--- src/design/tcpcs_pkg.sv ---
// Package: register map, field positions and reset values of the timer pair
package tcpcs_pkg;
  // ==========================================================
  // Register offsets
  localparam logic [7:0] TCPCS_ADDR_CTRL  = 8'h88;
  localparam logic [7:0] TCPCS_ADDR_MODE  = 8'h89;
  localparam logic [7:0] TCPCS_ADDR_T0LO  = 8'h8A;
  localparam logic [7:0] TCPCS_ADDR_T1LO  = 8'h8B;
  localparam logic [7:0] TCPCS_ADDR_T0HI  = 8'h8C;
  localparam logic [7:0] TCPCS_ADDR_T1HI  = 8'h8D;
  localparam logic [7:0] TCPCS_ADDR_CLOCK_PRESCALE_CONTROL = 8'h8E;
  // ==========================================================
  // Reset values and clock control write mask
  localparam logic [7:0] TCPCS_RST_BYTE   = 8'h00;
  localparam logic [7:0] TCPCS_RST_CLOCK_PRESCALE_CONTROL  = 8'h01;
  localparam logic [7:0] TCPCS_CLOCK_PRESCALE_CONTROL_MASK = 8'h3F;
  // ==========================================================
  // Field positions
  localparam int TCPCS_CTRL_OVF1 = 7;
  localparam int TCPCS_CTRL_RUN1 = 6;
  localparam int TCPCS_CTRL_OVF0 = 5;
  localparam int TCPCS_CTRL_RUN0 = 4;
  localparam int TCPCS_MODE_GATE = 3;
  localparam int TCPCS_MODE_CT   = 2;
  localparam int TCPCS_CK_PS2    = 5;
  localparam int TCPCS_CK_PS1    = 4;
  localparam int TCPCS_CK_PS0    = 3;
  // ==========================================================
  // Prescale counts in system clocks
  localparam logic [3:0] TCPCS_DIV_SLOW = 4'hB;
  localparam logic [3:0] TCPCS_DIV_FAST = 4'h3;
  // ==========================================================
  // Operating modes
  typedef enum logic [1:0] {
    TCPCS_M13   = 2'b00,
    TCPCS_M16   = 2'b01,
    TCPCS_MRELD = 2'b10,
    TCPCS_MSPLT = 2'b11
  } tcpcs_mode_t;
endpackage

--- src/design/tcpcs_timers.sv ---
// Two 16-bit timer/counters with gated counting and prescale select
// ==========================================================
`timescale 1ns/10ps
module tcpcs_timers
  import tcpcs_pkg::*;
(
  // Clock and reset
  input  wire logic       i_core_clk,
  input  wire logic       i_reset,
  // Register port
  input  wire logic [7:0] i_addr,
  input  wire logic [7:0] i_wdata,
  input  wire logic       i_wr,
  input  wire logic       i_rd,
  output logic      [7:0] o_rdata,
  // External pins
  input  wire logic       i_ext_interrupt_pin_0,
  input  wire logic       i_ext_interrupt_pin_1,
  input  wire logic       i_count_input_pin_0,
  input  wire logic       i_count_input_pin_1,
  // Status
  output logic            o_timer0_overflow,
  output logic            o_timer1_overflow,
  output logic            o_prescale_select_2
);

  // ==========================================================
  // Registers
  logic [7:0] timer0_low_byte_r;
  logic [7:0] timer0_high_byte_r;
  logic [7:0] timer1_low_byte_r;
  logic [7:0] timer1_high_byte_r;
  logic [7:0] timer_mode_select_r;
  logic [7:0] clock_prescale_control_r;
  logic       run_control_0_r;
  logic       run_control_1_r;
  logic       ovf0_r;
  logic       ovf1_r;
  logic [3:0] pre0_r;
  logic [3:0] pre1_r;
  logic       cpin0_r;
  logic       cpin1_r;

  function automatic logic wr_hit(input logic [7:0] a);
    wr_hit = i_wr && (i_addr == a);
  endfunction

  // ==========================================================
  // Prescalers: per-timer divide by 12 or 4, core clock untouched
  logic tick0;
  logic tick1;
  assign tick0 = (pre0_r == (clock_prescale_control_r[TCPCS_CK_PS0] ?
                  TCPCS_DIV_FAST : TCPCS_DIV_SLOW));
  assign tick1 = (pre1_r == (clock_prescale_control_r[TCPCS_CK_PS1] ?
                  TCPCS_DIV_FAST : TCPCS_DIV_SLOW));

  always_ff @(posedge i_core_clk or posedge i_reset) begin
    if (i_reset) begin
      pre0_r <= 4'h0;
      pre1_r <= 4'h0;
    end else begin
      pre0_r <= tick0 ? 4'h0 : pre0_r + 4'h1;
      pre1_r <= tick1 ? 4'h0 : pre1_r + 4'h1;
    end
  end

  // Count pin falling edge detect
  always_ff @(posedge i_core_clk or posedge i_reset) begin
    if (i_reset) begin
      cpin0_r <= 1'b0;
      cpin1_r <= 1'b0;
    end else begin
      cpin0_r <= i_count_input_pin_0;
      cpin1_r <= i_count_input_pin_1;
    end
  end

  // ==========================================================
  // Count enables
  tcpcs_mode_t mode0;
  tcpcs_mode_t mode1;
  logic        src0;
  logic        src1;
  logic        inc0;
  logic        inc1;
  logic        inc0_hi;
  assign mode0 = tcpcs_mode_t'(timer_mode_select_r[1:0]);
  assign mode1 = tcpcs_mode_t'(timer_mode_select_r[5:4]);
  assign src0  = timer_mode_select_r[TCPCS_MODE_CT] ?
                 (cpin0_r && !i_count_input_pin_0) : tick0;
  assign src1  = timer_mode_select_r[TCPCS_MODE_CT + 4] ?
                 (cpin1_r && !i_count_input_pin_1) : tick1;
  assign inc0  = src0 && run_control_0_r &&
                 (!timer_mode_select_r[TCPCS_MODE_GATE] ||
                  i_ext_interrupt_pin_0);
  assign inc1  = src1 && run_control_1_r && (mode1 != TCPCS_MSPLT) &&
                 (!timer_mode_select_r[TCPCS_MODE_GATE + 4] ||
                  i_ext_interrupt_pin_1);
  // Split mode: high byte runs on prescaled clock under timer 1 run bit
  assign inc0_hi = tick0 && run_control_1_r;

  // ==========================================================
  // Timer 0 counting
  logic [7:0] t0lo_nxt;
  logic [7:0] t0hi_nxt;
  logic       t0_ovf;
  logic       t0_ovf_hi;
  always_comb begin
    t0lo_nxt  = timer0_low_byte_r;
    t0hi_nxt  = timer0_high_byte_r;
    t0_ovf    = 1'b0;
    t0_ovf_hi = 1'b0;
    unique case (mode0)
      TCPCS_M13: begin
        if (inc0) begin
          t0lo_nxt = {3'h0, timer0_low_byte_r[4:0] + 5'h01};
          if (timer0_low_byte_r[4:0] == 5'h1F) begin
            t0hi_nxt = timer0_high_byte_r + 8'h01;
            t0_ovf   = (timer0_high_byte_r == 8'hFF);
          end
        end
      end
      TCPCS_M16: begin
        if (inc0) begin
          {t0hi_nxt, t0lo_nxt} = {timer0_high_byte_r, timer0_low_byte_r} + 16'h0001;
          t0_ovf = ({timer0_high_byte_r, timer0_low_byte_r} == 16'hFFFF);
        end
      end
      TCPCS_MRELD: begin
        if (inc0) begin
          t0_ovf   = (timer0_low_byte_r == 8'hFF);
          t0lo_nxt = t0_ovf ? timer0_high_byte_r : timer0_low_byte_r + 8'h01;
        end
      end
      TCPCS_MSPLT: begin
        if (inc0) begin
          t0lo_nxt = timer0_low_byte_r + 8'h01;
          t0_ovf   = (timer0_low_byte_r == 8'hFF);
        end
        if (inc0_hi) begin
          t0hi_nxt  = timer0_high_byte_r + 8'h01;
          t0_ovf_hi = (timer0_high_byte_r == 8'hFF);
        end
      end
    endcase
  end

  // ==========================================================
  // Timer 1 counting
  logic [7:0] t1lo_nxt;
  logic [7:0] t1hi_nxt;
  logic       t1_ovf;
  always_comb begin
    t1lo_nxt = timer1_low_byte_r;
    t1hi_nxt = timer1_high_byte_r;
    t1_ovf   = 1'b0;
    if (inc1) begin
      unique case (mode1)
        TCPCS_M13: begin
          t1lo_nxt = {3'h0, timer1_low_byte_r[4:0] + 5'h01};
          if (timer1_low_byte_r[4:0] == 5'h1F) begin
            t1hi_nxt = timer1_high_byte_r + 8'h01;
            t1_ovf   = (timer1_high_byte_r == 8'hFF);
          end
        end
        TCPCS_M16: begin
          {t1hi_nxt, t1lo_nxt} = {timer1_high_byte_r, timer1_low_byte_r} + 16'h0001;
          t1_ovf = ({timer1_high_byte_r, timer1_low_byte_r} == 16'hFFFF);
        end
        TCPCS_MRELD: begin
          t1_ovf   = (timer1_low_byte_r == 8'hFF);
          t1lo_nxt = t1_ovf ? timer1_high_byte_r : timer1_low_byte_r + 8'h01;
        end
        TCPCS_MSPLT: begin
          t1_ovf = 1'b0;
        end
      endcase
    end
  end

  // ==========================================================
  // Count registers, software write has priority over counting
  always_ff @(posedge i_core_clk or posedge i_reset) begin
    if (i_reset) begin
      timer0_low_byte_r  <= TCPCS_RST_BYTE;
      timer0_high_byte_r <= TCPCS_RST_BYTE;
      timer1_low_byte_r  <= TCPCS_RST_BYTE;
      timer1_high_byte_r <= TCPCS_RST_BYTE;
    end else begin
      timer0_low_byte_r  <= wr_hit(TCPCS_ADDR_T0LO) ? i_wdata : t0lo_nxt;
      timer0_high_byte_r <= wr_hit(TCPCS_ADDR_T0HI) ? i_wdata : t0hi_nxt;
      timer1_low_byte_r  <= wr_hit(TCPCS_ADDR_T1LO) ? i_wdata : t1lo_nxt;
      timer1_high_byte_r <= wr_hit(TCPCS_ADDR_T1HI) ? i_wdata : t1hi_nxt;
    end
  end

  // ==========================================================
  // Control, mode and clock control registers
  always_ff @(posedge i_core_clk or posedge i_reset) begin
    if (i_reset) begin
      timer_mode_select_r      <= TCPCS_RST_BYTE;
      clock_prescale_control_r <= TCPCS_RST_CLOCK_PRESCALE_CONTROL;
      run_control_0_r          <= 1'b0;
      run_control_1_r          <= 1'b0;
    end else begin
      if (wr_hit(TCPCS_ADDR_MODE)) begin
        timer_mode_select_r <= i_wdata;
      end
      if (wr_hit(TCPCS_ADDR_CLOCK_PRESCALE_CONTROL)) begin
        clock_prescale_control_r <= i_wdata & TCPCS_CLOCK_PRESCALE_CONTROL_MASK;
      end
      if (wr_hit(TCPCS_ADDR_CTRL)) begin
        run_control_0_r <= i_wdata[TCPCS_CTRL_RUN0];
        run_control_1_r <= i_wdata[TCPCS_CTRL_RUN1];
      end
    end
  end

  // Overflow flags: hardware set wins over software write
  always_ff @(posedge i_core_clk or posedge i_reset) begin
    if (i_reset) begin
      ovf0_r <= 1'b0;
      ovf1_r <= 1'b0;
    end else begin
      if (t0_ovf) begin
        ovf0_r <= 1'b1;
      end else if (wr_hit(TCPCS_ADDR_CTRL)) begin
        ovf0_r <= i_wdata[TCPCS_CTRL_OVF0];
      end
      if (t1_ovf || t0_ovf_hi) begin
        ovf1_r <= 1'b1;
      end else if (wr_hit(TCPCS_ADDR_CTRL)) begin
        ovf1_r <= i_wdata[TCPCS_CTRL_OVF1];
      end
    end
  end

  // ==========================================================
  // Read data, one cycle after the read strobe
  logic [7:0] rd_mux;
  always_comb begin
    unique case (i_addr)
      TCPCS_ADDR_CTRL:  rd_mux = {ovf1_r, run_control_1_r, ovf0_r, run_control_0_r, 4'h0};
      TCPCS_ADDR_MODE:  rd_mux = timer_mode_select_r;
      TCPCS_ADDR_T0LO:  rd_mux = timer0_low_byte_r;
      TCPCS_ADDR_T1LO:  rd_mux = timer1_low_byte_r;
      TCPCS_ADDR_T0HI:  rd_mux = timer0_high_byte_r;
      TCPCS_ADDR_T1HI:  rd_mux = timer1_high_byte_r;
      TCPCS_ADDR_CLOCK_PRESCALE_CONTROL: rd_mux = clock_prescale_control_r;
      default:          rd_mux = 8'h00;
    endcase
  end

  always_ff @(posedge i_core_clk or posedge i_reset) begin
    if (i_reset) begin
      o_rdata <= 8'h00;
    end else begin
      o_rdata <= i_rd ? rd_mux : 8'h00;
    end
  end

  assign o_timer0_overflow   = ovf0_r;
  assign o_timer1_overflow   = ovf1_r;
  assign o_prescale_select_2 = clock_prescale_control_r[TCPCS_CK_PS2];

  // ==========================================================
  // Checks
  property p_gate0;
    @(posedge i_core_clk) disable iff (i_reset)
      (timer_mode_select_r[TCPCS_MODE_GATE] && !i_ext_interrupt_pin_0) |-> !inc0;
  endproperty
  a_gate0: assert property (p_gate0) else $error("timer 0 counted with gate low");

  property p_halt0;
    @(posedge i_core_clk) disable iff (i_reset)
      (!run_control_0_r && !i_wr) |=> $stable(timer0_low_byte_r);
  endproperty
  a_halt0: assert property (p_halt0) else $error("halted timer 0 changed");

  property p_m3hold1;
    @(posedge i_core_clk) disable iff (i_reset)
      (mode1 == TCPCS_MSPLT && !i_wr) |=> $stable({timer1_high_byte_r, timer1_low_byte_r});
  endproperty
  a_m3hold1: assert property (p_m3hold1) else $error("timer 1 moved in mode 3");

  property p_reload0;
    @(posedge i_core_clk) disable iff (i_reset)
      (mode0 == TCPCS_MRELD && inc0 && timer0_low_byte_r == 8'hFF && !i_wr)
      |=> (timer0_low_byte_r == $past(timer0_high_byte_r)) && ovf0_r;
  endproperty
  a_reload0: assert property (p_reload0) else $error("reload failed");

  property p_wrap16;
    @(posedge i_core_clk) disable iff (i_reset)
      (mode0 == TCPCS_M16 && inc0 && {timer0_high_byte_r, timer0_low_byte_r} == 16'hFFFF
       && !i_wr) |=> ({timer0_high_byte_r, timer0_low_byte_r} == 16'h0000) && ovf0_r;
  endproperty
  a_wrap16: assert property (p_wrap16) else $error("16-bit wrap failed");

  // Select held: no write in the four cycles the period spans
  property p_div4;
    @(posedge i_core_clk) disable iff (i_reset)
      (tick0 && clock_prescale_control_r[TCPCS_CK_PS0] && !i_wr) ##1 !i_wr [*3]
      |-> (!$past(tick0, 2) && !$past(tick0) && !tick0) ##1 tick0;
  endproperty
  a_div4: assert property (p_div4) else $error("divide by 4 wrong");

  property p_ck_top;
    @(posedge i_core_clk) disable iff (i_reset)
      clock_prescale_control_r[7:6] == 2'b00;
  endproperty
  a_ck_top: assert property (p_ck_top) else $error("clock control top bits set");

  property p_m13;
    @(posedge i_core_clk) disable iff (i_reset)
      (mode0 == TCPCS_M13 && inc0 && timer0_low_byte_r[4:0] != 5'h1F && !i_wr)
      |=> $stable(timer0_high_byte_r);
  endproperty
  a_m13: assert property (p_m13) else $error("13-bit carry early");

endmodule

--- config.mk ---
export PLATFORM = sky130hd
export DESIGN_NAME = tcpcs_timers
export DESIGN_NICKNAME = d
export VERILOG_FILES = /design/src/design/tcpcs_pkg.sv /design/src/design/tcpcs_timers.sv
export SDC_FILE = /design/constraint.sdc
export NUM_CORES = 1
export LEC_CHECK = 0
export BUFFER_PORTS_ARGS = -buffer_cell sky130_fd_sc_hd__buf_4
export CAP_MARGIN = 20
export CORE_UTILIZATION = 45
export DETAILED_ROUTE_END_ITERATION = 10
export GPL_TIMING_DRIVEN = 0
export MAX_ROUTING_LAYER = met4
export PLACE_DENSITY = 0.65
export REMOVE_ABC_BUFFERS = 1
export SKIP_CTS_REPAIR_TIMING = 1
export SYNTH_ARGS = -nofsm -noshare
export SYNTH_HDL_FRONTEND = slang
export SYNTH_SLANG_ARGS = --single-unit
--- constraint.sdc ---
create_clock -name i_core_clk -period 2.1 [get_ports i_core_clk]
set_input_delay 0.105 -clock i_core_clk [delete_from_list [all_inputs] [get_ports i_core_clk]]
set_output_delay 0.105 -clock i_core_clk [all_outputs]
set_load 0.005 [all_outputs]
## Word level (Yosys, flattened, before mapping)

Cells that the tools add are included.

| word-level totals | value |
|---|---|
| flip-flop bits (word level) | 68 |
| input bits | 24 |
| output and inout bits | 11 |
| word-level logic and storage cells | 137 |

| operators by class | value |
|---|---|
| $add $sub $neg | 10 |
| eq/ne operators | 33 |
| mux-type cells | 43 |
| reductions and logical operators | 36 |

Operator list:

| operator | count |
|---|---|
| two-way mux 8 bit | 18 |
| equality test 8 bit (second input constant) | 11 |
| one-hot mux 8 bit (7 select lines) | 1 |
| one-hot mux 8 bit (3 select lines) | 2 |
| adder 16 x 1 -> 16 bit (second input constant) | 2 |
| adder 8 x 1 -> 8 bit (second input constant) | 4 |
| equality test 16 bit (second input constant) | 2 |
| one-hot mux 8 bit (4 select lines) | 1 |
| != test 3 bit (second input constant) | 9 |
| two-way mux 4 bit | 4 |
| one-hot mux 8 bit (2 select lines) | 1 |
| logical AND 1 bit | 15 |
| two-way mux 1 bit | 14 |
| adder 5 x 1 -> 5 bit (second input constant) | 2 |
| equality test 5 bit (second input constant) | 2 |
| adder 4 x 1 -> 4 bit (second input constant) | 2 |
| equality test 2 bit (second input constant) | 4 |
| equality test 4 bit | 2 |
| nonzero test 2 bit | 4 |
| nonzero test 4 bit | 2 |
| AND reduction 5 bit | 1 |
| equality test 2 x 1 -> 1 bit (second input constant) | 2 |
| zero test 1 bit | 4 |
| zero test 2 bit | 2 |
| 9 further kinds | 11 |

## Longest topological paths before layout

| logic depth | value |
|---|---|
| depth after elaboration | 9 |
| mapped depth | 9 |
| gate-level depth less buffers | 9 |

## Worst setup path after synthesis

No wires, ideal clock.

| path | value |
|---|---|
| path kind | register to register |
| start point | register timer1_low_byte_r[0] |
| end point | register timer1_high_byte_r[7] |
| setup time | 137 ps |
| data arrival time | 1813 ps |
| data required time | 1963 ps |
| slack | 150 ps |
| cell stages (with the launch flop) | 10 |
| buffers on the path | 0 |
| clock period less this slack | 1950 ps |
| cells stage by stage | dfrtp_1 > ha_1 > nand3_1 > inv_1 > ha_1 > nand2b_1 > o2111ai_2 > nor4_1 > xnor2_1 > a21oi_1 |

| between the ends | value |
|---|---|
| longest elaborated chain between the ends | 4 |

Ends and longest elaborated chain:

| item | line | RTL |
|---|---|---|
| start, declared | tcpcs_timers.sv:31 | `logic [7:0] timer1_low_byte_r;` |
| start signal, assigned | tcpcs_timers.sv:192 | `timer1_low_byte_r <= wr_hit(TCPCS_ADDR_T1LO) ? i_wdata : t1lo_nxt;` |
| adder 16 x 1 -> 16 bit | tcpcs_timers.sv:167 | `{t1hi_nxt, t1lo_nxt} = {timer1_high_byte_r, timer1_low_byte_r} + 16'h0001;` |
| one-hot mux 8 bit (2 select lines) | tcpcs_timers.sv:158 | `unique case (mode1)` |
| two-way mux 8 bit | tcpcs_timers.sv:157 | `if (inc1) begin` |
| two-way mux 8 bit | tcpcs_timers.sv:193 | `timer1_high_byte_r <= wr_hit(TCPCS_ADDR_T1HI) ? i_wdata : t1hi_nxt;` |
| end signal, assigned | tcpcs_timers.sv:193 |  |
| end, declared | tcpcs_timers.sv:32 | `logic [7:0] timer1_high_byte_r;` |

Parallel ways exist; a longest one is shown, timed or not. The select of a mux whose other input is x is not followed.
A chain may end at the register's enable or synchronous reset.

## Final worst setup path

| path | value |
|---|---|
| start point | register pre1_r[0] |
| end point | register timer1_low_byte_r[3] |

| between the ends | value |
|---|---|
| longest elaborated chain between the ends | 7 |

Ends and longest elaborated chain:

| item | line | RTL |
|---|---|---|
| start, declared | tcpcs_timers.sv:40 | `logic [3:0] pre1_r;` |
| start signal, assigned | tcpcs_timers.sv:63 | `pre1_r <= tick1 ? 4'h0 : pre1_r + 4'h1;` |
| equality test 4 bit | tcpcs_timers.sv:54 | `assign tick1 = (pre1_r == (clock_prescale_control_r[TCPCS_CK_PS1] ?` |
| two-way mux 1 bit | tcpcs_timers.sv:91 | `assign src1 = timer_mode_select_r[TCPCS_MODE_CT + 4] ?` |
| logical AND 1 bit (3 in series) | tcpcs_timers.sv:96 | `assign inc1 = src1 && run_control_1_r && (mode1 != TCPCS_MSPLT) &&` |
| nonzero test 2 bit (no source line) | -- |  |
| AND reduction 2 bit (no source line) | -- |  |

Every way passes these cells.

==> impl_metrics.env <==
export IMPL_power_density_mw_per_mm2=632.9
export IMPL_gp_congestion=0.9166
export IMPL_hold_ws_ns=-0.05587
export IMPL_vias=3881
export IMPL_ff_latch_area_mm2=0.001705
export IMPL_worstPathArrival_ns=2.26
export IMPL_period_share=0.9727
export IMPL_insertion_delay_ns=0.34
export IMPL_post_place_cells=607
export IMPL_cts_buffers=9
export IMPL_total_power_mw=3.182
export IMPL_cts_path_max_buffers=2
export IMPL_fillCellCount=859
export IMPL_use_met1=0.3221
export IMPL_cts_root_buf="clkbuf_8"
export IMPL_drv_slew=0
export IMPL_viasPerCell=6.093
export IMPL_hold_path_class="in2async"
export IMPL_cts_tree="built"
export IMPL_grt_overflow=0
export IMPL_maxCapViolations=0
export IMPL_multi_input_area_mm2=0.002586
export IMPL_yosysTopAreaCell="dfrtp_1"
export IMPL_worstSetupEndpointType="flip-flop"
export IMPL_grt_first_pass_wirelength_um=18380
export IMPL_fmax_mhz=489.5
export IMPL_netlist_instances=484
export IMPL_rrSetupSlack_ns=0.06
export IMPL_syn_area_mm2=0.004269
export IMPL_synth_avg_cell_area_um2=8.820
export IMPL_drive_above_1_share=0.2186
export IMPL_skew_ns=0.009839
export IMPL_status="finished with violations"
export IMPL_p_leak_nw=2.027
export IMPL_drtPass1Iterations=5
export IMPL_clk_pin_slew_ns=0.07
export IMPL_ant_nets=0
export IMPL_nets=557
export IMPL_hold_viol=67
export IMPL_post_drt_wl_per_cell_um=18.72
export IMPL_antenna_found_initial=0
export IMPL_ys_types=62
export IMPL_cp_slowest_cell="dfrtp_1"
export IMPL_synth_area_leaders="dfrtp_1 39%, nor2_1 5.0%, a21oi_1 4.8%"
export IMPL_dpl_hpwl_um=8149
export IMPL_rr_endpoint="timer1_low_byte_r[3]"
export IMPL_timing_final_ws_setup_ns=0.05729
export IMPL_crit_type="reg2reg"
export IMPL_busiest_layer="met2"
export IMPL_fin_tns_setup_ns=0
export IMPL_grt_max_degree=69
export IMPL_layout_common_cells="65 x dfrtp_1, 55 x nor2_1, 45 x buf_4"
export IMPL_cp_required_ns=2.32
export IMPL_synth_top_area_share=0.3927
export IMPL_start_kind="flip-flop"
export IMPL_violations="negative hold slack"
export IMPL_worst_path_largest_cell_delay_ns=0.37
export IMPL_async_flop_share=1.000
export IMPL_synth_main_ff_cell="dfrtp_1"
export IMPL_io_buffers=34
export IMPL_maxSlewHeadroom=0.4307
export IMPL_dieArea_mm2=0.009880
export IMPL_worst_ir_drop_vdd_uv=439.3
export IMPL_setup_viol=0
export IMPL_synth_top_family_by_area="simple AND/OR/NAND/NOR gates"
export IMPL_finalInstanceArea_mm2=0.005027
export IMPL_track_usage=0.2499
export IMPL_layout_commonest_cell="dfrtp_1"
export IMPL_row_count=35
export IMPL_die_w_um=99.40
export IMPL_ios=35
export IMPL_tightest_slew_ns=0.8540
export IMPL_num_antenna_cells=0
export IMPL_synth_yosys_seq_area_share=0.3989
export IMPL_crit_family="simple AND/OR/NAND/NOR gates"
export IMPL_clock_tree_htree_level_count=3
export IMPL_synth_seq_cells=68
export IMPL_r2r_start="pre1_r[0]"
export IMPL_rsz0062_at_grt="true"
export IMPL_min_period_ns=2.043
export IMPL_core_mm2=0.009196
export IMPL_critPathMaxFanout=7
export IMPL_grtUsageMet2=0.3980
export IMPL_cts_sinks=68
export IMPL_synth_warnings=0
export IMPL_synth_compound_area_frac=0.1890
export IMPL_area_delta_synth_final_pct=17.76
export IMPL_synth_xor_area_frac=0.05129
export IMPL_synth_edf_count=0
export IMPL_grtUsageMet3=0.05130
export IMPL_synth_simple_area_share=0.2189
export IMPL_post_place_ws_ns=-0.2492
export IMPL_muxShareOfSynthArea=0.06770
export IMPL_rr_worst_depth=7
export IMPL_die_h_um=99.40
export IMPL_initial_core_util=0.4642
export IMPL_grt_pass1_vias=3496
export IMPL_drt_total_wl_um=11920
export IMPL_final_cells=637
export IMPL_place_area_mm2=0.004563
export IMPL_path_depth=7
export IMPL_layout_core_utilization=0.5467
export IMPL_drc=0
export IMPL_drt_iter0_markers=231
export IMPL_crit_chain="ha_2, nand2b_1, o31ai_4, nand2_1, or2_1, nor4_1, o21ai_0"
export IMPL_synth_fa_ha_area_frac=0.03517
export IMPL_path_buf_inv=0
[routing by layer]
layer | vias to the layer above | wire length [um]
met5 | - | 0
li1 | 1824 | -
met4 | 0 | 339
met1 | 1863 | 5040
met3 | 32 | 803
met2 | 162 | 5740
[report_power, final]
| part | switching, mW | internal [mW] | total (mW) |
|---|---|---|---|
| sequential | 0.193 | 1.44 | 1.63 |
| clock | 0.487 | 0.492 | 0.979 |
| combinational | 0.307 | 0.266 | 0.573 |
| total | 0.987 | 2.19 | 3.18 |
[cell families (layout without fill, tap and decap cells)]
| logic type | count (synthesis) | count (layout) |
|---|---|---|
| multiplexers | 25 | 25 |
| AND/OR/NAND/NOR | 188 | 188 |
| adder cells (fa/ha/maj) | 12 | 12 |
| AO/OA/AOI/OAI | 127 | 128 |
| XOR/XNOR | 25 | 25 |
| flip-flops | 68 | 68 |
| buffers and inverters | 39 | 80 |
[cells in the mapped netlist (2+ instances only)]
cell,instances
xnor2_1,20
dfrtp_1,67
and3_1,5
or2_2,2
a221oi_1,3
o22ai_1,2
nor2b_1,11
buf_6,2
o211ai_1,4
mux2_2,13
o2111ai_1,2
nor3b_1,3
nand2_1,41
a22oi_1,13
nor4_1,3
a211oi_1,5
mux2i_1,9
nand2b_1,5
nand3_1,27
a21oi_1,41
o21ai_0,32
and2_1,2
o21bai_1,2
or2_1,2
clkbuf_1,18
a31oi_1,7
inv_1,17
nor2_1,57
mux2_4,2
nand4_1,6
o31ai_1,2
ha_1,12
xor2_1,5
nor3_1,14
[how the worst max path moves through the flow]
stage | from | endpoint | slack, ns
finish | pre1_r[0] | timer1_low_byte_r[3] | 0.06
global route | timer0_low_byte_r[1] | timer0_high_byte_r[6] | -0.06
CTS | timer1_low_byte_r[0] | timer1_high_byte_r[6] | -0.25
detailed placement | timer1_low_byte_r[0] | timer1_high_byte_r[6] | -0.25
global placement | i_reset | timer1_high_byte_r[0] | -0.63
floorplan | timer1_low_byte_r[0] | timer1_high_byte_r[7] | 0.15
[sequential cells by signal, summed over array words and instances (netlist names)]
register / count
pre1_r: 4
cpin0_r: 1
timer0_low_byte_r: 8
o_rdata: 8
run_control_0_r: 1
timer_mode_select_r: 8
run_control_1_r: 1
timer1_high_byte_r: 8
o_timer1_overflow: 1
cpin1_r: 1
pre0_r: 4
timer1_low_byte_r: 8
o_timer0_overflow: 1
timer0_high_byte_r: 8
clock_prescale_control_r: 6
[cell type report]
cell class,instances,area share
timing repair buffer,47,0.07118
multi-input combinational,378,0.5144
clock buffer,14,0.03235
sequential,68,0.3392
inverter,17,0.01319
clock inverter,2,0.001991
tap,111,0.02763
(Power assumes the default switching activity.)
